==> src/hdl/sifm_pkg.sv <==
// ==========================================================
// Constants and types of the input function mapper
package sifm_pkg;
   // ==========================================================
   // Sizes
   localparam int SIFM_NIN = 8;  // Physical digital inputs
   localparam int SIFM_NFN = 12; // Decoded functions
   // ==========================================================
   // APB byte offsets
   localparam logic [7:0] SIFM_OFF_MODE = 8'h00;  // Mode setting
   localparam logic [7:0] SIFM_OFF_ACT = 8'h04;   // Active mode, restart
   localparam logic [7:0] SIFM_OFF_SPEED_SELECT_BIT1 = 8'h08;  // Internal speed one
   localparam logic [7:0] SIFM_OFF_SPD2 = 8'h0c;  // Internal speed two
   localparam logic [7:0] SIFM_OFF_SPD3 = 8'h10;  // Internal speed three
   localparam logic [7:0] SIFM_OFF_STAT = 8'h14;  // Live status
   localparam logic [7:0] SIFM_OFF_IRQ = 8'h18;   // Sticky events, W1C
   localparam logic [7:0] SIFM_OFF_MASK = 8'h1c;  // Event mask
   localparam logic [2:0] SIFM_FUNC_PAGE = 3'h1;  // 0x20..0x3c settings
   // ==========================================================
   // Values after reset
   localparam logic [7:0] SIFM_RST_MODE = 8'h02;
   localparam logic [7:0][7:0] SIFM_RST_FUNC = {
      8'h15, 8'h17, 8'h16, 8'h66, 8'h73, 8'h72, 8'h6d, 8'h65};
   localparam logic [15:0] SIFM_RST_SPD = 16'h0000;
   // ==========================================================
   // Mode setting values
   localparam logic [7:0] SIFM_SET_POS = 8'h01;
   localparam logic [7:0] SIFM_SET_SPEED = 8'h02;
   // ==========================================================
   // Function indices and their codes
   localparam int SIFM_FN_SON = 0;
   localparam int SIFM_FN_TRQ = 1;
   localparam int SIFM_FN_SPEED_SELECT_BIT0 = 2;
   localparam int SIFM_FN_SPEED_SELECT_BIT1 = 3;
   localparam int SIFM_FN_ALARM_CLEAR_INPUT = 4;
   localparam int SIFM_FN_POSITION_COMMAND_TRIGGER = 5;
   localparam int SIFM_FN_POSITION_SELECT_BIT0 = 6;
   localparam int SIFM_FN_POSITION_SELECT_BIT1 = 7;
   localparam int SIFM_FN_POSITION_SELECT_BIT2 = 8;
   localparam int SIFM_FN_EMG = 9;
   localparam int SIFM_FN_RLIM = 10;
   localparam int SIFM_FN_FLIM = 11;
   localparam logic [11:0][7:0] SIFM_FN_CODE = {
      8'h17, 8'h16, 8'h15, 8'h71, 8'h70, 8'h6f,
      8'h6c, 8'h66, 8'h73, 8'h72, 8'h6d, 8'h65};
   localparam logic [11:0] SIFM_FN_SPD_ONLY = 12'h00e;
   localparam logic [11:0] SIFM_FN_POS_ONLY = 12'h1e0;
   // ==========================================================
   // Fault codes and speed limits
   localparam logic [7:0] SIFM_FLT_NONE = 8'h00;
   localparam logic [7:0] SIFM_FLT_RLIM = 8'h0d;
   localparam logic [7:0] SIFM_FLT_FLIM = 8'h0e;
   localparam logic [7:0] SIFM_FLT_EMG = 8'h0f;
   localparam logic signed [15:0] SIFM_SPD_MAX = 16'sh1388;
   localparam logic signed [15:0] SIFM_SPD_MIN = -16'sh1388;
   // ==========================================================
   // Event bits
   localparam int SIFM_EV_FAULT = 0;
   localparam int SIFM_EV_TRIG = 1;
   localparam int SIFM_EV_SEL = 2;
   // ==========================================================
   // Types
   typedef enum logic [1:0] {
      SIFM_MODE_NONE = 2'b00,
      SIFM_MODE_POS = 2'b01,
      SIFM_MODE_SPEED = 2'b10
   } sifm_mode_t;
   typedef struct packed {
      logic pready;
      logic pslverr;
      logic [31:0] prdata;
   } sifm_apb_rsp_t;
   typedef struct packed {
      logic servo_on;
      logic trq_lim;
      logic use_analog;
      logic dir_ccw;
      logic [1:0] spd_sel;
      logic [15:0] speed_cmd;
      logic [2:0] pos_sel;
      logic pos_trig;
      logic [7:0] fault;
      logic irq;
   } sifm_drive_t;
   typedef struct packed {
      logic [7:0] din_s1;
      logic [7:0] din_s2;
      logic alarm_clear_input_prev;
      logic position_command_trigger_prev;
      logic [7:0] mode_set;
      sifm_mode_t mode_act;
      logic [7:0][7:0] func;
      logic [2:0][15:0] spd;
      logic [2:0] irq_st;
      logic [2:0] irq_mask;
      sifm_apb_rsp_t apb;
      sifm_drive_t drv;
   } sifm_state_t;
endpackage

==> src/hdl/sifm_mapper.sv <==
// The implementer's own choices: the APB register port and the address map.
`timescale 1ns/1ps
module sifm_mapper
   import sifm_pkg::*;
(
   // Clock, enable and reset
   input wire logic CLK,
   input wire logic CE,
   input wire logic NRST,
   // APB slave
   input wire logic PSEL,
   input wire logic PENABLE,
   input wire logic PWRITE,
   input wire logic [7:0] PADDR,
   input wire logic [31:0] PWDATA,
   output logic [31:0] PRDATA,
   output logic PREADY,
   output logic PSLVERR,
   // Digital input pins and analog reference
   input wire logic [7:0] DIN,
   input wire logic [15:0] ANALOG_REF,
   // Speed loop commands
   output logic SERVO_ON,
   output logic TORQUE_LIMIT,
   output logic USE_ANALOG,
   output logic DIR_CCW,
   output logic [1:0] SPEED_SEL,
   output logic [15:0] SPEED_CMD,
   // Position commands
   output logic [2:0] POS_SEL,
   output logic POS_TRIG,
   // Fault and interrupt
   output logic [7:0] FAULT_CODE,
   output logic IRQ
);

   // ==========================================================
   // Declarations
   // All state sits in one struct, so one register stage holds it
   // and CE low freezes it as a whole
   sifm_state_t s_q; // Whole registered state
   sifm_state_t s_d; // Its next value
   // Per input: which function its setting names
   // One row per input, one column per function; a row has no bit
   // set when its setting is zero or an unknown code
   logic [SIFM_NIN-1:0][SIFM_NFN-1:0] asg;

   // ==========================================================
   // Clamp a written speed to the legal range
   // Saturating on the write keeps the stored value legal, so a
   // read back shows what the speed loop really gets
   function automatic logic [15:0] clamp_spd(input logic [15:0] w);
      logic signed [15:0] v;
      v = signed'(w);
      if (v > SIFM_SPD_MAX) begin
         clamp_spd = SIFM_SPD_MAX;
      end else if (v < SIFM_SPD_MIN) begin
         clamp_spd = SIFM_SPD_MIN;
      end else begin
         clamp_spd = w;
      end
   endfunction

   // ==========================================================
   // Map a mode setting to the mode it selects
   // Any other setting selects no mode, so no mode-specific code
   // acts until a valid setting is restarted
   function automatic sifm_mode_t dec_mode(input logic [7:0] m);
      if (m == SIFM_SET_SPEED) begin
         dec_mode = SIFM_MODE_SPEED;
      end else if (m == SIFM_SET_POS) begin
         dec_mode = SIFM_MODE_POS;
      end else begin
         dec_mode = SIFM_MODE_NONE;
      end
   endfunction

   // ==========================================================
   // Function match, one comparator per input and function.
   // No code is zero, so a zero setting matches nothing.
   // A full grid of comparators costs area, but any code may then
   // sit on any input with no priority between inputs
   for (genvar i = 0; i < SIFM_NIN; i++) begin : g_in
      for (genvar f = 0; f < SIFM_NFN; f++) begin : g_fn
         assign asg[i][f] = (s_q.func[i] == SIFM_FN_CODE[f]);
      end
   end

   // ==========================================================
   // Next-state logic
   always_comb begin
      // Working values of this pass; each starts from a fixed value
      // so that no path leaves a latch behind
      logic [SIFM_NFN-1:0] fn_asg;
      logic [SIFM_NFN-1:0] fn_on;
      logic [31:0] rd;
      logic hit;
      logic wr;
      logic restart;
      logic alarm_clear_input_rise;
      logic [7:0] flt_new;
      logic [2:0] ev;
      logic [15:0] cmd;
      fn_asg = '0;
      fn_on = '0;
      rd = '0;
      hit = 1'b1;
      wr = 1'b0;
      restart = 1'b0;
      alarm_clear_input_rise = 1'b0;
      flt_new = SIFM_FLT_NONE;
      ev = '0;
      cmd = '0;
      s_d = s_q;

      // Two flops per pin; only the second is decoded
      // The first flop may go metastable; contact bounce is not
      // filtered here, the controller must give clean levels
      s_d.din_s1 = DIN;
      s_d.din_s2 = s_q.din_s1;

      // Gather functions over all inputs; ON is a one
      // Inputs that share a code are ORed, so a function is ON when
      // any of its inputs is closed
      for (int i = 0; i < SIFM_NIN; i++) begin
         fn_asg = fn_asg | asg[i];
         fn_on = fn_on | (asg[i] & {SIFM_NFN{s_q.din_s2[i]}});
      end
      // Mode-specific codes are ignored in the other mode
      // Torque and speed select count in speed mode only, trigger
      // and position select in position mode only
      if (s_q.mode_act != SIFM_MODE_SPEED) begin
         fn_on = fn_on & ~SIFM_FN_SPD_ONLY;
      end
      if (s_q.mode_act != SIFM_MODE_POS) begin
         fn_on = fn_on & ~SIFM_FN_POS_ONLY;
      end

      // APB setup cycle: decode and prepare the answer
      // Ready and error stand for the access cycle only; read data
      // stays until the next setup
      s_d.apb.pready = 1'b0;
      s_d.apb.pslverr = 1'b0;
      // A setup seen while ready still stands is not taken, so one
      // transfer is never answered twice
      if (PSEL && !PENABLE && !s_q.apb.pready) begin
         if (PADDR == SIFM_OFF_MODE) begin
            rd[7:0] = s_q.mode_set;
         end else if (PADDR == SIFM_OFF_ACT) begin
            rd[1:0] = s_q.mode_act;
         end else if (PADDR == SIFM_OFF_SPEED_SELECT_BIT1) begin
            rd[15:0] = s_q.spd[0];
         end else if (PADDR == SIFM_OFF_SPD2) begin
            rd[15:0] = s_q.spd[1];
         end else if (PADDR == SIFM_OFF_SPD3) begin
            rd[15:0] = s_q.spd[2];
         end else if (PADDR == SIFM_OFF_STAT) begin
            rd[7:0] = s_q.din_s2;
            rd[9:8] = s_q.mode_act;
            rd[12] = s_q.drv.servo_on;
            rd[23:16] = s_q.drv.fault;
         end else if (PADDR == SIFM_OFF_IRQ) begin
            rd[2:0] = s_q.irq_st;
         end else if (PADDR == SIFM_OFF_MASK) begin
            rd[2:0] = s_q.irq_mask;
         end else if (PADDR[7:5] == SIFM_FUNC_PAGE && PADDR[1:0] == 2'h0) begin
            rd[7:0] = s_q.func[PADDR[4:2]];
         end else begin
            hit = 1'b0; // Unmapped: error answer
         end
         s_d.apb.pready = 1'b1;
         s_d.apb.pslverr = !hit;
         s_d.apb.prdata = rd;
      end
      // Access phase with ready high: the write lands here
      // An error answer blocks the write, so an unmapped address
      // leaves every register as it was
      wr = PSEL && PENABLE && s_q.apb.pready && PWRITE && !s_q.apb.pslverr;

      // Register writes
      // Live status is read only and has no branch; the event
      // register is handled with the sticky bits further down
      if (wr) begin
         if (PADDR == SIFM_OFF_MODE) begin
            s_d.mode_set = PWDATA[7:0]; // Not used until restart
         end else if (PADDR == SIFM_OFF_ACT) begin
            restart = PWDATA[0];
         end else if (PADDR == SIFM_OFF_SPEED_SELECT_BIT1) begin
            s_d.spd[0] = clamp_spd(PWDATA[15:0]);
         end else if (PADDR == SIFM_OFF_SPD2) begin
            s_d.spd[1] = clamp_spd(PWDATA[15:0]);
         end else if (PADDR == SIFM_OFF_SPD3) begin
            s_d.spd[2] = clamp_spd(PWDATA[15:0]);
         end else if (PADDR == SIFM_OFF_MASK) begin
            s_d.irq_mask = PWDATA[2:0];
         end else if (PADDR[7:5] == SIFM_FUNC_PAGE) begin
            // Any code on any input, incl. 113 on input five
            s_d.func[PADDR[4:2]] = PWDATA[7:0];
         end
      end

      // Restart stands in for a power cycle of the mode
      // It loads the mode and clears the fault; functions and speeds keep the
      // values that the controller configured
      if (restart) begin
         s_d.mode_act = dec_mode(s_q.mode_set);
      end

      // Alarm reset acts on its rising edge only
      // A held reset input must not clear a fault that comes back
      // later, so a new press is needed each time
      s_d.alarm_clear_input_prev = fn_on[SIFM_FN_ALARM_CLEAR_INPUT];
      alarm_clear_input_rise = fn_on[SIFM_FN_ALARM_CLEAR_INPUT] && !s_q.alarm_clear_input_prev;

      // Limit and stop inputs fault while their contact is open
      // Contacts are normally closed, so a broken wire also stops
      // the drive; reverse wins over forward, forward over stop
      if (fn_asg[SIFM_FN_RLIM] && !fn_on[SIFM_FN_RLIM]) begin
         flt_new = SIFM_FLT_RLIM;
      end else if (fn_asg[SIFM_FN_FLIM] && !fn_on[SIFM_FN_FLIM]) begin
         flt_new = SIFM_FLT_FLIM;
      end else if (fn_asg[SIFM_FN_EMG] && !fn_on[SIFM_FN_EMG]) begin
         flt_new = SIFM_FLT_EMG;
      end

      // Clear first, then a live condition sets again
      // A clear thus never hides a limit that is still open
      if (alarm_clear_input_rise || restart) begin
         s_d.drv.fault = SIFM_FLT_NONE;
      end
      // A latched code stays until cleared; a second condition
      // does not overwrite the first one
      if (flt_new != SIFM_FLT_NONE && s_d.drv.fault == SIFM_FLT_NONE) begin
         s_d.drv.fault = flt_new;
         ev[SIFM_EV_FAULT] = 1'b1;
      end

      // Servo enable from the controller, blocked by a fault
      // The servo drops on the same edge at which a fault is set
      s_d.drv.servo_on = fn_on[SIFM_FN_SON] &&
                         (s_d.drv.fault == SIFM_FLT_NONE);
      s_d.drv.trq_lim = fn_on[SIFM_FN_TRQ];

      // Speed reference select
      // A change of select bits is an event, so software can see
      // that the reference source moved
      s_d.drv.spd_sel = {fn_on[SIFM_FN_SPEED_SELECT_BIT1], fn_on[SIFM_FN_SPEED_SELECT_BIT0]};
      if (s_d.drv.spd_sel != s_q.drv.spd_sel) begin
         ev[SIFM_EV_SEL] = 1'b1;
      end
      s_d.drv.use_analog = (s_d.drv.spd_sel == 2'b00);
      // The analog path is not clamped: its range is set by the
      // converter ahead of this block
      case (s_d.drv.spd_sel)
         2'b00: cmd = ANALOG_REF;
         2'b01: cmd = s_q.spd[0];
         2'b10: cmd = s_q.spd[1];
         default: cmd = s_q.spd[2];
      endcase
      // Without servo on or outside speed mode, no speed
      if (!s_d.drv.servo_on || s_q.mode_act != SIFM_MODE_SPEED) begin
         cmd = '0;
      end
      s_d.drv.speed_cmd = cmd;
      // Sign bit clear and nonzero turns counterclockwise
      s_d.drv.dir_ccw = !cmd[15] && (cmd != 16'h0000);

      // Position select follows the bits; trigger on a rising edge
      // A trigger while the servo is off is lost and must be given
      // again once the servo is on
      s_d.drv.pos_sel = {fn_on[SIFM_FN_POSITION_SELECT_BIT2], fn_on[SIFM_FN_POSITION_SELECT_BIT1],
                         fn_on[SIFM_FN_POSITION_SELECT_BIT0]};
      s_d.position_command_trigger_prev = fn_on[SIFM_FN_POSITION_COMMAND_TRIGGER];
      s_d.drv.pos_trig = fn_on[SIFM_FN_POSITION_COMMAND_TRIGGER] && !s_q.position_command_trigger_prev &&
                         s_d.drv.servo_on;
      if (s_d.drv.pos_trig) begin
         ev[SIFM_EV_TRIG] = 1'b1;
      end

      // Sticky events: a new event wins over the clear
      // The clear goes first and new events are ORed in after it,
      // so an event in the clear cycle is kept
      if (wr && PADDR == SIFM_OFF_IRQ) begin
         s_d.irq_st = s_q.irq_st & ~PWDATA[2:0];
      end
      s_d.irq_st = s_d.irq_st | ev;
      s_d.drv.irq = |(s_d.irq_st & s_d.irq_mask);

      // Synchronous reset overrides all of the above
      // Defaults: speed mode, limits and stop on inputs six to
      // eight, speeds zero, mask zero, no fault latched
      if (!NRST) begin
         s_d = '0;
         s_d.mode_set = SIFM_RST_MODE;
         s_d.mode_act = dec_mode(SIFM_RST_MODE);
         s_d.func = SIFM_RST_FUNC;
         s_d.spd = {3{SIFM_RST_SPD}};
      end
   end

   // ==========================================================
   // State register; CE low freezes everything, reset included
   // A reset must therefore be given while the clock is enabled
   always_ff @(posedge CLK) begin
      if (CE) begin
         s_q <= s_d;
      end
   end

   // ==========================================================
   // Outputs straight from the state register
   // No logic between register and pins, so every output moves
   // only at a clock edge and never glitches
   assign PRDATA = s_q.apb.prdata;
   assign PREADY = s_q.apb.pready;
   assign PSLVERR = s_q.apb.pslverr;
   assign SERVO_ON = s_q.drv.servo_on;
   assign TORQUE_LIMIT = s_q.drv.trq_lim;
   assign USE_ANALOG = s_q.drv.use_analog;
   assign DIR_CCW = s_q.drv.dir_ccw;
   assign SPEED_SEL = s_q.drv.spd_sel;
   assign SPEED_CMD = s_q.drv.speed_cmd;
   assign POS_SEL = s_q.drv.pos_sel;
   assign POS_TRIG = s_q.drv.pos_trig;
   assign FAULT_CODE = s_q.drv.fault;
   assign IRQ = s_q.drv.irq;

endmodule

==> config.mk <==
export PLATFORM = sky130hd
export DESIGN_NAME = sifm_mapper
export DESIGN_NICKNAME = d
export VERILOG_FILES = /design/src/hdl/sifm_pkg.sv /design/src/hdl/sifm_mapper.sv
export SDC_FILE = /design/constraint.sdc
export NUM_CORES = 1
export LEC_CHECK = 0
export BUFFER_PORTS_ARGS = -buffer_cell sky130_fd_sc_hd__buf_2
export CAP_MARGIN = 0
export CORE_AREA = 2 2 153 155
export DETAILED_ROUTE_END_ITERATION = 10
export DIE_AREA = 0 0 155 157
export GPL_ROUTABILITY_DRIVEN = 0
export GPL_TIMING_DRIVEN = 0
export MAX_ROUTING_LAYER = met4
export PLACE_DENSITY = 0.74
export SLEW_MARGIN = 20
export SYNTH_ARGS = -nofsm -noshare
export SYNTH_HDL_FRONTEND = slang
export SYNTH_SLANG_ARGS = --single-unit
==> constraint.sdc <==
create_clock -name CLK -period 4.4 [get_ports CLK]
set_clock_uncertainty 0.2 [all_clocks]
set_input_delay 0 -clock CLK [delete_from_list [all_inputs] [get_ports CLK]]
set_output_delay 0 -clock CLK [all_outputs]
set_load 0.05 [all_outputs]
; Word level (Yosys, flattened, before mapping)
; Index checks and enable logic that the tools add are counted.
[word_totals]
register_bits = 207
inputBits = 70
output_inout_bits = 69
wordCells = 315
[op_classes]
n_lt_le_gt_ge = 4
eq_ne = 125
mux = 79
bitwise = 27
n_reduce_logical = 48
[ops]
columns = cell, count
row1 = "equality test 8 x 7 -> 1 bit, second input constant", 72
row2 = two-way mux 112 bit, 3
row3 = "equality test 8 x 5 -> 1 bit, second input constant", 28
row4 = two-way mux 64 bit, 3
row5 = OR 12 bit, 14
row6 = two-way mux 16 bit, 9
row7 = two-way mux 8 bit, 13
row8 = bitwise AND 12 bit, 8
row9 = two-way mux 96 bit, 1
row10 = two-way mux 80 bit, 1
row11 = bitwise mux 64 bit, 1
row12 = one-hot mux 16 bit (3 select lines), 1
row13 = two-way mux 34 bit, 1
row14 = two-way mux 3 bit, 11
row15 = binary-select mux 8 bit (select 3 bit), 1
row16 = demux 8 bit (select 3 bit), 1
row17 = logical NOT 8 bit, 3
row18 = two-way mux 22 bit, 1
row19 = two-way mux 1 bit, 19
row20 = logical AND 1 bit, 18
row21 = "inequality test 2 x 1 -> 1 bit, second input constant", 9
row22 = "equality test 8 x 4 -> 1 bit, second input constant", 2
row23 = "> comparator 16 x 14 -> 1 bit, second input constant", 1
row24 = "less-than comparator 16 x 14 -> 1 bit, second input constant", 1
row25 = other kinds (32), 61

; Logic depth before layout (Yosys ltp)
[depth]
ltp_word = 24
depth_mapped = 11
depth_no_buf = 8

; Least setup slack after synthesis
; No wires, ideal clock.
[synth_timing]
kind = reg2reg
start = register s_q, in the netlist PREADY
end = register s_q[123] in the netlist's numbering (enable)
setup_time_ns = 0.507
arrival_ns = 4.550
required_time_ns = 3.693
setup_slack_ns = -0.857
stages_incl_launch_ff = 7
path_buffers = 1
synth_period_minus_slack_ns = 5.257
path_cell_list = edfxtp_1 -> nand4_1 -> or2_2 -> clkbuf_1 -> a21oi_1 -> o21ai_0 -> a21oi_1
[synth_between]
elab_chain_cells = 5
[synth_rtl]
columns = item, line_no
row1 = start: declaration, sifm_mapper.sv:41  ; sifm_state_t s_q;
row2 = start signal: assignment, sifm_mapper.sv:306  ; s_q <= s_d;
row3 = logical AND 1 bit (3 in a row), sifm_mapper.sv:178  ; wr = PSEL && PENABLE && s_q.apb.pready && PWRITE && !s_q.apb.pslverr;
row4 = inequality test 2 x 1 -> 1 bit (no source line), n/a
row5 = AND reduction 9 bit (no source line), n/a
; No other way between the ends.
; A chain may end at the register's enable or synchronous reset.

; Worst setup path in the final report
[layout_timing]
start = register s_q[199] in the netlist's numbering
end = register s_q, in the netlist DIR_CCW, data pin
[layout_between]
elab_chain_cells = 23
elab_cells_between_ends = 38
cone_classes = 2 x eq/ne / 9 x mux / 8 x bitwise / 19 x reduce/logical
[layout_rtl]
columns = item, line_no
row1 = bitwise AND 12 bit (*), sifm_mapper.sv:127  ; fn_on = fn_on | (asg[i] & {SIFM_NFN{s_q.din_s2[i]}});
row2 = OR 12 bit (*) (7 in a row), sifm_mapper.sv:127
row3 = logical NOT 1 bit, sifm_mapper.sv:222  ; end else if (fn_asg[SIFM_FN_EMG] && !fn_on[SIFM_FN_EMG]) begin
row4 = logical AND 1 bit, sifm_mapper.sv:222
row5 = two-way mux 4 bit, sifm_mapper.sv:222
row6 = two-way mux 4 bit, sifm_mapper.sv:220  ; end else if (fn_asg[SIFM_FN_FLIM] && !fn_on[SIFM_FN_FLIM]) begin
row7 = two-way mux 4 bit, sifm_mapper.sv:218  ; if (fn_asg[SIFM_FN_RLIM] && !fn_on[SIFM_FN_RLIM]) begin
row8 = nonzero test 8 bit, sifm_mapper.sv:233  ; if (flt_new != SIFM_FLT_NONE && s_d.drv.fault == SIFM_FLT_NONE) begin
row9 = logical AND 1 bit, sifm_mapper.sv:233
row10 = two-way mux 8 bit, sifm_mapper.sv:233
row11 = logical NOT 8 bit, sifm_mapper.sv:241  ; (s_d.drv.fault == SIFM_FLT_NONE);
row12 = logical AND 1 bit, sifm_mapper.sv:240  ; s_d.drv.servo_on = fn_on[SIFM_FN_SON] &&
row13 = logical NOT 1 bit, sifm_mapper.sv:261  ; if (!s_d.drv.servo_on || s_q.mode_act != SIFM_MODE_SPEED) begin
row14 = logical OR 1 bit, sifm_mapper.sv:261
row15 = two-way mux 16 bit (*), sifm_mapper.sv:261
row16 = nonzero test 16 bit / logical NOT 1 bit (equally long branches), sifm_mapper.sv:266  ; s_d.drv.dir_ccw = !cmd[15] && (cmd != 16'h0000);
row17 = logical AND 1 bit (*), sifm_mapper.sv:266
; Mark *: on every way between the ends. The rest lies on a longest branch, timed or not.

==> metrics.md <==
| Metric | Value |
|---|---|
| Place WS | around 0.33 ns |
| Most common cell in the synthesized netlist | edfxtp_1 |
| Total global-route track usage | 0.335 |
| Vias in the first global route | 10,300 |
| Post-CTS Setup Bufs | 0 |
| Cts repair resizes | 0 |
| Clock transition at path regs | about 0.06 ns |
| Met2 Resource Use GR | 0.496 |
| Synth area leader | edfxtp_1 |
| Pwr Density | 337 mW/mm^2 |
| Via density | about 6.6 |
| Antenna Nets Post-Route | 0 |
| VDD IR-drop max | ~0.3 mV |
| Period minus WS final | roughly 4.4 ns |
| CP delay by family, top | simple AND/OR/NAND/NOR gates |
| Synth top area cells | edfxtp_1 (52%), nand2_1 (6.4%), buf_4 (3.8%) |
| Syn Inst Count | between 1,000 and 1,500 |
| Crit-path max cell delay | between 0.8 and 0.9 ns |
| Slew @ Worst Pin | 1.03 ns |
| Post-synthesis mux area share | 0.0429 |
| Synth Flop Type | edfxtp_1 |
| Die H | 157 microns |
| H-Tree Depth | 1 |
| Worst-path fanout max | 10 |
| Area post-placement | 0.0131 sq mm |
| YS warnings | 0 |
| Worst setup EP type | flop |
| Worst path slowest cell | nor2_1 |
| Slew HR | 0.304 |
| Hold Path Class | primary input to flop |
| Synth Area in Adders | 0.00104 |
| Io pins | between 100 and 150 |
| Status | finished clean |
| Drt wl/cell | 23.9 microns |
| Area of the core | 0.0225 sq mm |
| P_leak | 5.27 nW |
| DRC Markers | 0 |
| Max_cap viols | 0 |
| Routing usage on met3 | 0.0807 |
| Layout Nets | 1,471 |
| Post-synth EDFFs | 207 |
| Filler instances | 1,808 |
| Number of buffers created by CTS | 23 |
| Detailed Route Iter0 Violations | about 2,000 |
| Largest net degree at the start of global routing | 68 |
| Compound-Gate Fraction of Synth Area | 0.120 |
| Post-synthesis sequential area ratio | 0.516 |
| CTS Hold Bufs | between 40 and 50 |
| Met1 Usage GRT | 0.440 |
| Syn Area/Cell | 10.0 sq um |
| Die ar. | 0.0243 sq mm |
| Worst endpoint required time | 4.47 ns |
| Synth cell count leaders | edfxtp_1 (207), nand2_1 (205), nand3_1 (90) |
| CTS tree | done |
| Share of layout cells above drive strength 1 | 0.178 |
| Most Frequent Cell on Critical Path | nand4_1 |
| Total gr overflow | 0 |
| Layout area overhead | 18.9% |
| Final worst-path cycle share | 0.992 |
| Routed Wire Length | 40,600 microns |
| First-pass GRT wire length | 60,200 microns |
| RSZ-0062 raised after global routing | false |
| Initial Util | 0.536 |
| Setup violations, final | 0 |
| Die X | 155 microns |
| First drt pass iteration count | 9 |
| Clock tree sinks | 207 |
| Synthesis-stage register bit count | 207 |
| Root buf cell | clkbuf_16 |
| Post-Synth Simple-Gate Area | 0.253 |
| Asr flop ratio synth | 0 |
| Main combinational cell family by area after synthesis | simple AND/OR/NAND/NOR gates |
| Buf/Inv on CP | 1 |
| Row count | 55 |
| Number of distinct library cells after synthesis | 77 |
| Final hold violations | 0 |
| IO Port Bufs | 111 |
| Worst setup SP type | flop |
| F_max | 229 MHz |
| # diodes | 0 |
| Mapped Area | 0.0121 sq mm |
| Antenna violations before repair | 0 |
| Worst-path cell chain | and3_1 > nand3_1 > nand4_1 > nor2_1 > buf_2 > o221ai_1 > a22oi_1 > nand4_1 > o311a_1 |
| Post-synth top area share | 0.516 |
| Worst Path Arrival | 4.43 ns |
| Grt peak-use layer | met2 |
| Worst-Skew Late Latency | 0.54 ns |
| Setup WS post-layout | 0.0348 ns |
| Critical path class | flop to flop |
| Post-detail-place hpwl | 28,900 microns |
| Post-route cell area | 0.0143 sq mm |
| CTS Buffer Depth | 3 |
| Fin. max-slew vios | 0 |
| Xor/xnor share of the synthesized area | 0.00145 |
| Via count | 11,300 |
power breakdown:
part	internal, mW	switching [mW]	leakage (nW)
Clock	1.08	0.804	0.349
Sequential	2.28	0.0799	1.97
Combinational	0.205	0.387	2.95
Total	3.56	1.27	5.27
final timing paths:
kind / from / end / slack [ns] / cells after the start
setup / recovery: s_q[199] / DIR_CCW / 0.03 / 9
hold / removal: PADDR[0] / PRDATA[0] / 0.07 / 5
setup reg to reg: s_q[199] / DIR_CCW / 0.03 / 9
hold reg to reg: s_q[213] / s_q[205] / 0.33 / 1
state kept, by name (all words and copies together) (netlist names), 2 cells and up:
signal      flops
FAULT_CODE      8
POS_SEL         3
PRDATA         24
SPEED_CMD      16
SPEED_SEL       2
s_q           146
per-stage QoR:
step	utilization	TNS [ns]	hold WS [ns]	cells	total power [mW]
after detailed placement	0.584	0	0.0855	1612	2.93
after floorplan	-	0	-0.0875	1211	2.72
after CTS	0.636	0	0.0307	1699	4.80
after global routing	0.637	0	0.0685	1699	4.94
after global placement	0.577	-28.49	0.0841	1607	2.91
final	0.637	0	0.0688	1699	4.83
routing by layer:
metal,vias to the layer above,share of wire
met4,0,0.067
met1,5142,0.36
met3,229,0.15
li1,4850,-
met2,1037,0.42
met5,-,0
layout make-up:
| class | count | area, sq um | share of cell area |
|---|---|---|---|
| buffer | 126 | 722 | 0.0504 |
| clock buffer | 28 | 594 | 0.0415 |
| clock inverter | 11 | 115 | 0.00803 |
| inverter | 19 | 71.3 | 0.00498 |
| multi-input combinational | 859 | 5100 | 0.356 |
| sequential | 207 | 6220 | 0.434 |
| tap | 285 | 357 | 0.0249 |
| timing repair buffer | 164 | 1150 | 0.0803 |
cells in the final DEF, fill, tap and decap left out, types with 4 or more instances in the layout:
master         count
clkinv_1           5
nand2_1          205
clkbuf_1          62
nor4_1            14
clkbuf_16         23
mux2_2             5
mux2i_1           10
a31oi_1           10
clkinv_2           4
a21oi_1           67
or4_1              4
a32o_1             8
o31ai_1            8
o22ai_1           20
buf_4             62
o221ai_1           7
or3_1              9
nor2b_1           27
o2111ai_1          6
nor3_1            31
mux4_2            16
inv_1             17
nand2b_1          21
edfxtp_1         207
buf_2            114
a221oi_1           8
o21ai_0           20
and2_1            35
a22oi_1            9
nor4b_1           10
nand3_1           90
dlygate4sd3_1     48
nor2_1            86
conb_1             8
and3_1            22
nand4b_1           7
nand4_1           24
tightest hold or removal path: stages:
cell	delay, ns
buf_2	0.12
or4_1	0.14
nor3_1	0.09
a21oi_1	0.22
nor2_1	0.06
kinds of logic (layout without fill, tap and decap cells):
| group | after synthesis | after routing |
|---|---|---|
| flops | 207 | 207 |
| mux | 31 | 31 |
| compound gates | 208 | 208 |
| simple gates | 609 | 609 |
| fa+ha+maj | 1 | 1 |
| buf+inv | 145 | 348 |
| other cells | 1 | 8 |
| xor+xnor | 2 | 2 |
(Power assumes the default switching activity.)
